$ cat config.mk
export PLATFORM = sky130hd
export DESIGN_NAME = calib_coeff_decoder
export DESIGN_NICKNAME = d
export VERILOG_FILES = /design/src/rtl/calib_coeff_pkg.sv /design/src/rtl/calib_coeff_decoder.sv
export VERILOG_INCLUDE_DIRS = /design/src /design/src/rtl
export SDC_FILE = /design/constraint.sdc
export NUM_CORES = 1
export LEC_CHECK = 0
export ABC_CLOCK_PERIOD_IN_PS = 5500
export BUFFER_PORTS_ARGS = -buffer_cell sky130_fd_sc_hd__buf_2
export CORE_ASPECT_RATIO = 0.75
export CORE_UTILIZATION = 57
export CTS_BUF_LIST = sky130_fd_sc_hd__clkbuf_4 sky130_fd_sc_hd__clkbuf_8
export DETAILED_ROUTE_END_ITERATION = 8
export PLACE_DENSITY_LB_ADDON = 0.25
export SLEW_MARGIN = 5
export SYNTH_ARGS = -nofsm -noshare
export SYNTH_HDL_FRONTEND = slang
export SYNTH_SLANG_ARGS = --single-unit
$ cat constraint.sdc
create_clock -name ref_clk -period 5.5 [get_ports ref_clk]
set_input_delay 1.1 -clock ref_clk [delete_from_list [all_inputs] [get_ports ref_clk]]
set_output_delay 1.1 -clock ref_clk [all_outputs]
set_load 0.03 [all_outputs]
$ cat src/rtl/calib_coeff_consts.svh
// field positions and reset values of the calibration coefficient image
`ifndef CALIB_COEFF_CONSTS_SVH
`define CALIB_COEFF_CONSTS_SVH
`define IMG_LO            15
`define IMG_HI            99
`define GAIN_B_HI         29
`define GAIN_B_LO         15
`define OFFSET_B_HI       43
`define OFFSET_B_LO       30
`define GAIN_T_HI         51
`define GAIN_T_LO         44
`define OFFSET_T_HI       59
`define OFFSET_T_LO       52
`define TREF_HI           67
`define TREF_LO           60
`define TCG_HI            75
`define TCG_LO            68
`define TCO_HI            83
`define TCO_LO            76
`define TCOPT_HI          87
`define TCOPT_LO          84
`define SOT_HI            95
`define SOT_LO            88
`define PAMP_HI           97
`define PAMP_LO           96
`define SOTCFG_HI         99
`define SOTCFG_LO         98
`define TCOPT_POL_BIT     3
`define TCOPT_TCG_NEG_BIT 2
`define TCOPT_TCO_X8_BIT  1
`define TCOPT_TCO_NEG_BIT 0
`define X8_SHIFT          3
`define PAMP_GAIN_6       6'h06
`define PAMP_GAIN_24      6'h18
`define PAMP_GAIN_12      6'h0C
`define PAMP_GAIN_48      6'h30
`define RAW_TEMP_STEP     3'h4
`define IMG_RESET         85'h0
`endif

$ cat src/rtl/calib_coeff_pkg.sv
// types shared by the calibration coefficient decoder
package calib_coeff_pkg;
  typedef enum logic [1:0] {
    sot_on_bridge,
    sot_on_gain_drift,
    sot_on_offset_drift,
    sot_prohibited
  } second_order_target_t;
endpackage

$ cat src/rtl/calib_coeff_decoder.sv
// unpacks stored calibration bits into parallel correction coefficients
`timescale 1ns/1ps
`include "calib_coeff_consts.svh"

module calib_coeff_decoder
  import calib_coeff_pkg::*;
#(
  parameter int RAW_W = 14
) (
  // clock, reset, enable
  input  wire logic                 ref_clk,
  input  wire logic                 srst,
  input  wire logic                 clk_en,
  // stored image load
  input  wire logic                 image_load,
  input  wire logic [99:15]         image_bits,
  // raw readings
  input  wire logic [RAW_W-1:0]     raw_bridge_reading,
  input  wire logic [RAW_W-1:0]     raw_temp_reading,
  // bridge gain and offset
  output logic      [14:0]          bridge_gain_coeff,
  output logic      [16:0]          bridge_gain_eff,
  output logic signed [13:0]        bridge_offset_coeff,
  // temperature correction
  output logic      [7:0]           temp_gain_coeff,
  output logic signed [7:0]         temp_offset_coeff,
  output logic      [7:0]           temp_reference_raw,
  // first-order drift
  output logic signed [9:0]         bridge_gain_drift,
  output logic signed [12:0]        bridge_offset_drift,
  output logic      [3:0]           tempco_options,
  output logic                      bridge_polarity_flip,
  // second-order term
  output logic signed [11:0]        second_order_coeff,
  output second_order_target_t      second_order_target,
  output logic                      second_order_target_bad,
  // preamp
  output logic      [5:0]           preamp_gain,
  output logic                      preamp_gain_untested,
  // raw readings as values
  output logic      [RAW_W-1:0]     bridge_raw_value,
  output logic      [RAW_W+1:0]     temp_raw_value,
  // image state
  output logic                      image_valid
);

  // image, validity and raw sample registers
  logic [99:15]         image_reg;
  logic [99:15]         image_next;
  logic                 valid_reg;
  logic                 valid_next;
  logic [RAW_W-1:0]     bridge_raw_reg;
  logic [RAW_W-1:0]     bridge_raw_next;
  logic [RAW_W+1:0]     temp_raw_reg;
  logic [RAW_W+1:0]     temp_raw_next;

  // decoded from the next image, so outputs leave flops with one cycle latency
  logic [14:0]          gain_coeff_reg;
  logic [14:0]          gain_coeff_next;
  logic [16:0]          gain_eff_reg;
  logic [16:0]          gain_eff_next;
  logic signed [13:0]   offset_coeff_reg;
  logic signed [13:0]   offset_coeff_next;
  logic [7:0]           temp_gain_reg;
  logic [7:0]           temp_gain_next;
  logic signed [7:0]    temp_offset_reg;
  logic signed [7:0]    temp_offset_next;
  logic [7:0]           temp_ref_reg;
  logic [7:0]           temp_ref_next;
  logic signed [9:0]    gain_drift_reg;
  logic signed [9:0]    gain_drift_next;
  logic signed [12:0]   offset_drift_reg;
  logic signed [12:0]   offset_drift_next;
  logic [3:0]           options_reg;
  logic [3:0]           options_next;
  logic                 flip_reg;
  logic                 flip_next;
  logic signed [11:0]   sot_coeff_reg;
  logic signed [11:0]   sot_coeff_next;
  second_order_target_t target_reg;
  second_order_target_t target_next;
  logic                 target_bad_reg;
  logic                 target_bad_next;
  logic [5:0]           preamp_reg;
  logic [5:0]           preamp_next;
  logic                 untested_reg;
  logic                 untested_next;

  assign image_next = image_load ? image_bits : image_reg;
  assign valid_next = valid_reg | image_load;
  assign bridge_raw_next = raw_bridge_reading;
  // two lsbs carry no weight, so range stays 0..16380
  assign temp_raw_next = {2'b00, raw_temp_reading[RAW_W-1:2], 2'b00};

  // field slices
  wire [14:0] gain_b_w   = image_next[`GAIN_B_HI:`GAIN_B_LO];
  wire [13:0] offset_b_w = image_next[`OFFSET_B_HI:`OFFSET_B_LO];
  wire [7:0]  gain_t_w   = image_next[`GAIN_T_HI:`GAIN_T_LO];
  wire [7:0]  offset_t_w = image_next[`OFFSET_T_HI:`OFFSET_T_LO];
  wire [7:0]  tref_w     = image_next[`TREF_HI:`TREF_LO];
  wire [7:0]  tcg_w      = image_next[`TCG_HI:`TCG_LO];
  wire [7:0]  tco_w      = image_next[`TCO_HI:`TCO_LO];
  wire [3:0]  tcopt_w    = image_next[`TCOPT_HI:`TCOPT_LO];
  wire [7:0]  sot_w      = image_next[`SOT_HI:`SOT_LO];
  wire [1:0]  pamp_w     = image_next[`PAMP_HI:`PAMP_LO];
  wire [1:0]  sotcfg_w   = image_next[`SOTCFG_HI:`SOTCFG_LO];

  assign gain_coeff_next = gain_b_w;
  // scale flag x8; lsb weighs 2^-11
  wire [16:0] gain_mag_w = {3'b000, gain_b_w[13:0]};
  assign gain_eff_next = gain_b_w[14] ? (gain_mag_w << `X8_SHIFT) : gain_mag_w;

  assign offset_coeff_next = $signed(offset_b_w);
  assign temp_gain_next = gain_t_w;
  assign temp_offset_next = $signed(offset_t_w);
  assign temp_ref_next = tref_w;

  assign options_next = tcopt_w;
  assign flip_next = tcopt_w[`TCOPT_POL_BIT];

  // gain drift magnitude; sign from option bit 2
  wire signed [9:0] tcg_pos_w = $signed({2'b00, tcg_w});
  assign gain_drift_next = tcopt_w[`TCOPT_TCG_NEG_BIT] ? -tcg_pos_w : tcg_pos_w;

  wire        tco_x8_w = tcopt_w[`TCOPT_TCO_X8_BIT];
  wire [11:0] tco_mag_w = tco_x8_w ? ({4'h0, tco_w} << `X8_SHIFT) : {4'h0, tco_w};
  wire signed [12:0] tco_pos_w = $signed({1'b0, tco_mag_w});
  assign offset_drift_next = tcopt_w[`TCOPT_TCO_NEG_BIT] ? -tco_pos_w : tco_pos_w;

  assign target_next = second_order_target_t'(sotcfg_w);
  assign target_bad_next = (sotcfg_w == 2'b11);

  // sign-magnitude term; x8 when aimed at offset drift with the offset drift x8 option set
  wire        sot_x8_w = tco_x8_w && (sotcfg_w == 2'b10);
  wire [10:0] sot_mag_w = sot_x8_w ? ({4'h0, sot_w[6:0]} << `X8_SHIFT) : {4'h0, sot_w[6:0]};
  wire signed [11:0] sot_pos_w = $signed({1'b0, sot_mag_w});
  assign sot_coeff_next = sot_w[7] ? -sot_pos_w : sot_pos_w;

  assign preamp_next = (pamp_w == 2'b00) ? `PAMP_GAIN_6  :
                       (pamp_w == 2'b01) ? `PAMP_GAIN_24 :
                       (pamp_w == 2'b10) ? `PAMP_GAIN_12 : `PAMP_GAIN_48;
  // only code 01 (gain 24) is factory-tested, other codes are flagged
  assign untested_next = (pamp_w != 2'b01);

  // reset acts whether or not the clock is enabled
  always_ff @(posedge ref_clk) begin
    if (srst) begin
      image_reg <= `IMG_RESET;
      valid_reg <= 1'b0;
    end else if (clk_en) begin
      image_reg <= image_next;
      valid_reg <= valid_next;
    end
  end

  always_ff @(posedge ref_clk) begin
    if (srst) begin
      bridge_raw_reg <= '0;
    end else if (clk_en) begin
      bridge_raw_reg <= bridge_raw_next;
    end
  end

  always_ff @(posedge ref_clk) begin
    if (srst) begin
      temp_raw_reg <= '0;
    end else if (clk_en) begin
      temp_raw_reg <= temp_raw_next;
    end
  end

  always_ff @(posedge ref_clk) begin
    if (srst) begin
      gain_coeff_reg <= '0;
    end else if (clk_en) begin
      gain_coeff_reg <= gain_coeff_next;
    end
  end

  always_ff @(posedge ref_clk) begin
    if (srst) begin
      gain_eff_reg <= '0;
    end else if (clk_en) begin
      gain_eff_reg <= gain_eff_next;
    end
  end

  always_ff @(posedge ref_clk) begin
    if (srst) begin
      offset_coeff_reg <= '0;
    end else if (clk_en) begin
      offset_coeff_reg <= offset_coeff_next;
    end
  end

  always_ff @(posedge ref_clk) begin
    if (srst) begin
      temp_gain_reg <= '0;
    end else if (clk_en) begin
      temp_gain_reg <= temp_gain_next;
    end
  end

  always_ff @(posedge ref_clk) begin
    if (srst) begin
      temp_offset_reg <= '0;
    end else if (clk_en) begin
      temp_offset_reg <= temp_offset_next;
    end
  end

  always_ff @(posedge ref_clk) begin
    if (srst) begin
      temp_ref_reg <= '0;
    end else if (clk_en) begin
      temp_ref_reg <= temp_ref_next;
    end
  end

  always_ff @(posedge ref_clk) begin
    if (srst) begin
      gain_drift_reg <= '0;
    end else if (clk_en) begin
      gain_drift_reg <= gain_drift_next;
    end
  end

  always_ff @(posedge ref_clk) begin
    if (srst) begin
      offset_drift_reg <= '0;
    end else if (clk_en) begin
      offset_drift_reg <= offset_drift_next;
    end
  end

  always_ff @(posedge ref_clk) begin
    if (srst) begin
      options_reg <= '0;
    end else if (clk_en) begin
      options_reg <= options_next;
    end
  end

  always_ff @(posedge ref_clk) begin
    if (srst) begin
      flip_reg <= 1'b0;
    end else if (clk_en) begin
      flip_reg <= flip_next;
    end
  end

  always_ff @(posedge ref_clk) begin
    if (srst) begin
      sot_coeff_reg <= '0;
    end else if (clk_en) begin
      sot_coeff_reg <= sot_coeff_next;
    end
  end

  always_ff @(posedge ref_clk) begin
    if (srst) begin
      target_reg <= sot_on_bridge;
    end else if (clk_en) begin
      target_reg <= target_next;
    end
  end

  always_ff @(posedge ref_clk) begin
    if (srst) begin
      target_bad_reg <= 1'b0;
    end else if (clk_en) begin
      target_bad_reg <= target_bad_next;
    end
  end

  always_ff @(posedge ref_clk) begin
    if (srst) begin
      preamp_reg <= `PAMP_GAIN_6;
    end else if (clk_en) begin
      preamp_reg <= preamp_next;
    end
  end

  always_ff @(posedge ref_clk) begin
    if (srst) begin
      untested_reg <= 1'b1;
    end else if (clk_en) begin
      untested_reg <= untested_next;
    end
  end

  // output ports
  assign bridge_gain_coeff       = gain_coeff_reg;
  assign bridge_gain_eff         = gain_eff_reg;
  assign bridge_offset_coeff     = offset_coeff_reg;
  assign temp_gain_coeff         = temp_gain_reg;
  assign temp_offset_coeff       = temp_offset_reg;
  assign temp_reference_raw      = temp_ref_reg;
  assign bridge_gain_drift       = gain_drift_reg;
  assign bridge_offset_drift     = offset_drift_reg;
  assign tempco_options          = options_reg;
  assign bridge_polarity_flip    = flip_reg;
  assign second_order_coeff      = sot_coeff_reg;
  assign second_order_target     = target_reg;
  assign second_order_target_bad = target_bad_reg;
  assign preamp_gain             = preamp_reg;
  assign preamp_gain_untested    = untested_reg;
  assign bridge_raw_value        = bridge_raw_reg;
  assign temp_raw_value          = temp_raw_reg;
  assign image_valid             = valid_reg;

endmodule

==> results of run 1 <==
## through the flow
stage               std cells  worst slack (ns)  hold WS [ns]
floorplan                 983              2.20         0.434
global placement         1291              1.70         0.438
detailed placement       1291              1.67         0.443
CTS                      1322              2.18         0.456
global route             1323              1.82         0.474
finish                   1323              2.12         0.455
## cell families after synthesis
| family | count (synthesis) | synth area share |
|---|---|---|
| DFF | 169 | 0.417 |
| buffers and inverters | 140 | 0.102 |
| AOI/OAI and AO/OA | 196 | 0.149 |
| and+or+nand+nor | 365 | 0.194 |
| other | 1 | 0.000463 |
| muxes | 92 | 0.117 |
| adders and majority gates | 6 | 0.00926 |
| xor gates and xnor gates | 10 | 0.0108 |
## synthesized netlist by cell type (3+ instances only)
cell / number / area [µm²]
and3_1: 7 / 43.8
buf_4: 71 / 533
or3_1: 4 / 25.0
a22oi_1: 4 / 30.0
o21a_1: 6 / 45.0
ha_1: 6 / 75.1
a21oi_1: 97 / 485
or2_2: 4 / 25.0
mux2_2: 12 / 135
o31ai_1: 4 / 30.0
nand2_1: 176 / 661
a2111oi_0: 3 / 26.3
xor2_1: 8 / 70.1
and2_1: 4 / 25.0
mux2i_1: 78 / 781
nor2_1: 111 / 417
nand3_1: 12 / 60.1
nor4_1: 3 / 18.8
inv_1: 6 / 22.5
clkbuf_1: 47 / 176
buf_6: 3 / 33.8
nor3_1: 22 / 110
buf_2: 8 / 40.0
dfxtp_1: 169 / 3380
a31oi_1: 3 / 18.8
o21ai_0: 22 / 110
buf_1: 5 / 18.8
nor3b_1: 3 / 22.5
nand2b_1: 4 / 25.0
nand4_1: 3 / 18.8
a2bb2oi_1: 3 / 26.3
o41ai_1: 3 / 26.3
o211ai_1: 7 / 52.6
a211oi_1: 23 / 173
## layout make-up
class / instances / area (µm²) / area share
flip-flops and latches: 169 / 3380 / 0.362
multi-input cells: 674 / 3920 / 0.419
repair buffers: 267 / 1370 / 0.147
clock buffers: 19 / 262 / 0.0280
clock inverters: 12 / 165 / 0.0177
diodes: 1 / 2.50 / 0.000268
well taps: 175 / 219 / 0.0234
inverters: 6 / 22.5 / 0.00241
## per-layer routing
metal  part of all wire  GRT usage  vias up
met2               0.46      0.431      270
met5                  0          0        -
li1                   -          -     3605
met4              0.023      0.107        0
met1               0.44      0.355     3345
met3              0.078     0.0736       35
## worst max path at each step
stage | end | slack (ns) | depth (start not counted)
after detailed placement | second_order_coeff[8] | 1.67 | 9
final | second_order_coeff[8] | 2.12 | 9
after floorplan | second_order_coeff[6] | 2.20 | 12
after global routing | second_order_coeff[6] | 1.82 | 9
after CTS | second_order_coeff[6] | 2.18 | 9
after global placement | second_order_coeff[6] | 1.70 | 9
## critical path, stage by stage
cell       delay, ns
buf_4           0.53
and4bb_2        0.35
nor2_1          0.54
nand2_1         0.11
ha_1            0.24
nand2_1         0.15
o31ai_1         0.10
a2111oi_0       0.49
a221o_1         0.17
## power groups by stage
| stage | logic, mW | registers, mW | clock network [mW] |
|---|---|---|---|
| 2_1_floorplan | 0.356 | 1.44 | 0 |
| 3_3_place_gp | 0.561 | 1.36 | 0 |
| 3_5_place_dp | 0.569 | 1.37 | 0 |
| 4_1_cts | 0.572 | 1.34 | 0.966 |
| 5_1_grt | 0.621 | 1.35 | 1.02 |
| 6_report | 0.571 | 1.34 | 0.948 |
==> summary.md, run 1 <==
| Metric | Value |
|---|---|
| Status | finished, final reports clean |
| Hold crit path type | register to register |
| Worst r2r path cells | 8 |
| Post-synth EDFFs | 0 |
| R2r setup slk | 2.76 ns |
| CTS Hold Bufs | 0 |
| Initial Util | 0.588 |
| Mapped Area | 8110 µm² |
| Clk root buf | clkbuf_8 |
| Setup bufs post-CTS | 0 |
| Max IR drop VDD | 0.000179 V |
| Cell variety after synth | 63 |
| Tcrit/Tclk final | 0.615 |
| Cell count after synthesis | 979 |
| Gr ovfl total | 0 |
| Combinational power share | 0.200 |
| TritonCTS clock tree | yes |
| Post-route ant nets | 0 |
| RePlAce Congestion | between 0.9 and 1 |
| Layout area overhead | 15.3% |
| Worst Path Max Fanout | 54 |
| Cell internal pwr | between 1.5 and 2 mW |
| H-tree depth | 4 |
| Tmin final | 3.38 ns |
| FFs w/ async S/R, synth | 0 |
| CTS Buffer Depth | 2 |
| FF-to-FF Start | image_reg[85] |
| Clock Latency Late Sink | 0.46 ns |
| Commonest non-fill, non-tap cell in the layout | buf_2 |
| Max reg flops | 84 |
| Hold depth | 2 |
| Switch Pwr | 891 µW |
| CP startpoint | image_load |
| Initial antenna violation count | 1 |
| Hold Crit Endpoint | image_reg[42] |
| Hold Crit Start | image_reg[42] |
| Final setup viols | 0 |
| Syn avg cell area | 8.28 µm² |
| Sequential area share after synthesis | 0.417 |
| Vias in the first global route | ~6,600 |
| Fillers | 1,226 |
| Most frequent cells in the layout | buf_2, nand2_1, dfxtp_1 |
| Max Cap Viol | 0 |
| Startpoint Class | primary input |
| Critical Path Sink Type | register |
| First-pass GRT wire length | 32,300 µm |
| Core ar. | around 14,000 µm² |
| Max Fclk | around 300 MHz |
| Leakage power | approximately 4.3 nW |
| Fraction of layout cells with a size suffix above 1 | 0.283 |
| Synth Register Bits | 169 |
| First-pass DRT Iterations | 5 |
| Share of the core filled with cells | 0.677 |
| Crit path DAT | between 3 and 4 ns |
| Slew Viols, Final | 0 |
| CTS sink count | approximately 170 |
| Clk pwr share | 0.332 |
| Horiz. Die Dim | 140 µm |
| Post-DP HPWL | 13,800 µm |
| Resized cells post-CTS | 0 |
| RR Endpoint | second_order_coeff[8] |
| Die H | roughly 110 µm |
| Final nets | 1,258 |
| Setup TNS | 0 ns |
| Vias per cell | 5.48 |
| Cts bufs inserted | 17 |
| RSZ-0062 raised after global routing | false |
| Placed cell area | 8920 µm² |
| Clock transition at path regs | 0.09 ns |
| Final Hold Fails | 0 |
| Critical path required time | 5.91 ns |
| Max_slew headroom | 0.340 |
| Tot GR Track Use | 0.273 |
| Post-route cell area | 9350 µm² |
| Flop pwr share | 0.468 |
| Drt total wl | 20,100 µm |
| Largest net degree at the start of global routing | ~130 |
| Kind of critical path | primary input to register |
| WL/cell | about 15 µm |
| Slew @ Worst Pin | a little under 1 ns |
| Warnings, synthesis | 0 |
| Port Buf Inserts | between 200 and 300 |
| Power Total | 2.86 mW |
| DR DRC count | 0 |
| Ports | 268 |
| PD cells | 306 nW/µm² |
| Die area | 14,700 µm² |
| Predominant post-synthesis flop cell | dfxtp_1 |
| Initial DRC Count | about 460 |
| DR vias | 7,255 |
| Sw Share | 0.312 |
| Clock skew | 0.0117 ns |
| Cell Rows | 37 |
Power figures use the tool's default switching activity.
==> inputs of run 2 (changes only) <==
- ABC_CLOCK_PERIOD_IN_PS: 5500 -> 3490
- CORE_UTILIZATION: 57 -> 53
- clock period: 5.5 -> 3.49 ns (I/O delays scaled with it)
==> run 2 against run 1 <==
Against the previous run:
- non-clock buffer count increased by 8
- clock skew increased by 0.00084 ns
- critical path depth decreased by 2
- critical endpoint is now second_order_coeff[4]
- largest cell class unchanged
- largest power group unchanged
==> summary.md, run 2 (synthesis results as in run 1) <==
| Metric | Value |
|---|---|
| WL/cell | 15.2 µm (about the same) |
| Critical Path Sink Type | register (unchanged) |
| Final Hold Fails | 0 (unchanged) |
| Post-route ant nets | 0 (unchanged) |
| Gr ovfl total | 0 (unchanged) |
| Vias in the first global route | 6,360 (was 6,608) |
| Most frequent cells in the layout | buf_2, nand2_1, dfxtp_1 (unchanged) |
| Clk root buf | clkbuf_8 (unchanged) |
| Clock Latency Late Sink | 0.47 ns (was 0.46 ns) |
| First-pass GRT wire length | 32,200 µm (was 32,300 µm) |
| Die area | 15,800 µm² (was 14,700 µm²) |
| CTS Hold Bufs | 0 (unchanged) |
| Slew Viols, Final | 0 (unchanged) |
| Initial DRC Count | 504 (was 464) |
| First-pass DRT Iterations | 5 (unchanged) |
| DR DRC count | 0 (unchanged) |
| RSZ-0062 raised after global routing | false (unchanged) |
| Die H | 109 µm (was 105 µm) |
| Fillers | 1,306 (was 1,226) |
| Cell Rows | 38 (was 37) |
| Pre-CTS WS | 0.526 ns (was 1.67 ns) |
| Crit path DAT | 2.99 ns (was 3.79 ns) |
| DR WL met3 | 1290 µm (was 1580 µm) |
| Leakage power | 4.37 nW (was 4.34 nW) |
| Max Cap Viol | 0 (unchanged) |
| PD cells | 470 nW/µm² (was 306 nW/µm²) |
| Post-route cell area | 9420 µm² (was 9350 µm²) |
| Final setup margin | 0.878 ns (was 2.12 ns) |
| DR vias | 7,160 (was 7,255) |
| Largest net degree at the start of global routing | 76 (was 129) |
| Critical path required time | 3.87 ns (was 5.91 ns) |
| TritonCTS clock tree | yes (unchanged) |
| Power Total | 4.42 mW (was 2.86 mW) |
| CTS sink count | 169 (unchanged) |
| Max Fclk | between 300 and 400 MHz |
| Initial Util | 0.552 (was 0.588) |
| Share of the core filled with cells | 0.641 (was 0.677) |
| Top sig layer | met4 (unchanged) |
| Commonest non-fill, non-tap cell in the layout | buf_2 (unchanged) |
| Final Non-Filler Cells | 1,356 (was 1,323) |
| Final setup viols | 0 (unchanged) |
| Final nets | 1,266 (was 1,258) |
| RePlAce Congestion | 0.917 (about the same) |
| Fraction of layout cells with a size suffix above 1 | 0.288 (was 0.283) |
| Vias per cell | 5.28 (was 5.48) |
| Max_slew headroom | 0.422 (was 0.340) |
| Ports | 268 (unchanged) |
| H-tree depth | 4 (unchanged) |
| Worst Path Max Fanout | 16 (was 54) |
| Placed Cells | 1,324 (was 1,291) |
| Drt total wl | 20,700 µm (was 20,100 µm) |
| Placed cell area | 9020 µm² (was 8920 µm²) |
| Layout area overhead | 16.1% (was 15.3%) |
| Core ar. | 14,700 µm² (was 13,800 µm²) |
| Hold crit path type | primary input to register (was register to register) |
| Max reg flops | 84 (unchanged) |
| Status | finished, final reports clean (unchanged) |
| Port Buf Inserts | 260 (unchanged) |
| CTS Buffer Depth | 2 (unchanged) |
| Setup bufs post-CTS | 0 (unchanged) |
| Slew @ Worst Pin | 0.866 ns (was 0.963 ns) |
| Hold Slack | 0.452 ns (was 0.455 ns) |
| Metal2 WL | 9490 µm (was 9230 µm) |
| Startpoint Class | register (was primary input) |
| Clock transition at path regs | 0.09 ns (about the same) |
| Initial antenna violation count | 1 (unchanged) |
| Tcrit/Tclk final | 0.748 |
| Kind of critical path | register to register (was primary input to register) |
| Max IR drop VDD | 0.000283 V (was 0.000179 V) |
| Setup TNS | 0 ns (unchanged) |
| Tmin final | 2.61 ns |
| Horiz. Die Dim | 145 µm (was 140 µm) |
| Resized cells post-CTS | 0 (unchanged) |
| Clock skew | 0.0125 ns (was 0.0117 ns) |
| Cts bufs inserted | 17 (unchanged) |
| WL met1 | 9620 µm (was 8830 µm) |
| Tot GR Track Use | 0.263 (was 0.273) |
| Post-DP HPWL | 14,500 µm (was 13,800 µm) |
## run 2: area by class of cell
| class | count | area, µm² | share of cell area |
|---|---|---|---|
| tap | 200 | 250 | 0.0266 |
| antenna | 1 | 2.50 | 0.000266 |
| clock buffer | 18 | 248 | 0.0263 |
| sequential | 169 | 3380 | 0.359 |
| clock inverter | 13 | 144 | 0.0153 |
| timing repair buffer | 275 | 1450 | 0.154 |
| multi-input combinational | 674 | 3920 | 0.416 |
| inverter | 6 | 22.5 | 0.00239 |
## run 2: path summary, 6_finish.rpt
path | from | end | slack (ns) | depth (start not counted)
max | image_reg[85] | second_order_coeff[4] | 0.88 | 7
min | image_bits[65] | image_reg[65] | 0.45 | 3
max reg2reg | image_reg[85] | second_order_coeff[4] | 0.88 | 7
min reg2reg | image_reg[45] | image_reg[45] | 0.45 | 2
## run 2: power by group
group / internal (mW) / switching (mW)
Sequential: 2.04 / 0.0676
Combinational: 0.313 / 0.601
Clock: 0.656 / 0.745
## run 2: metal layers
metal  track usage  up-vias
met4        0.0865        0
met5             0        -
met3        0.0681       21
met2         0.408      201
met1         0.355     3318
li1              -     3620
## run 2: critical path: stages, from the launching register on
cell,delay (ns)
dfxtp_1,0.75
and4bb_2,0.40
or3_1,0.16
ha_1,0.22
nand2_1,0.15
o311ai_1,0.48
xor2_1,0.12
a211oi_1,0.25
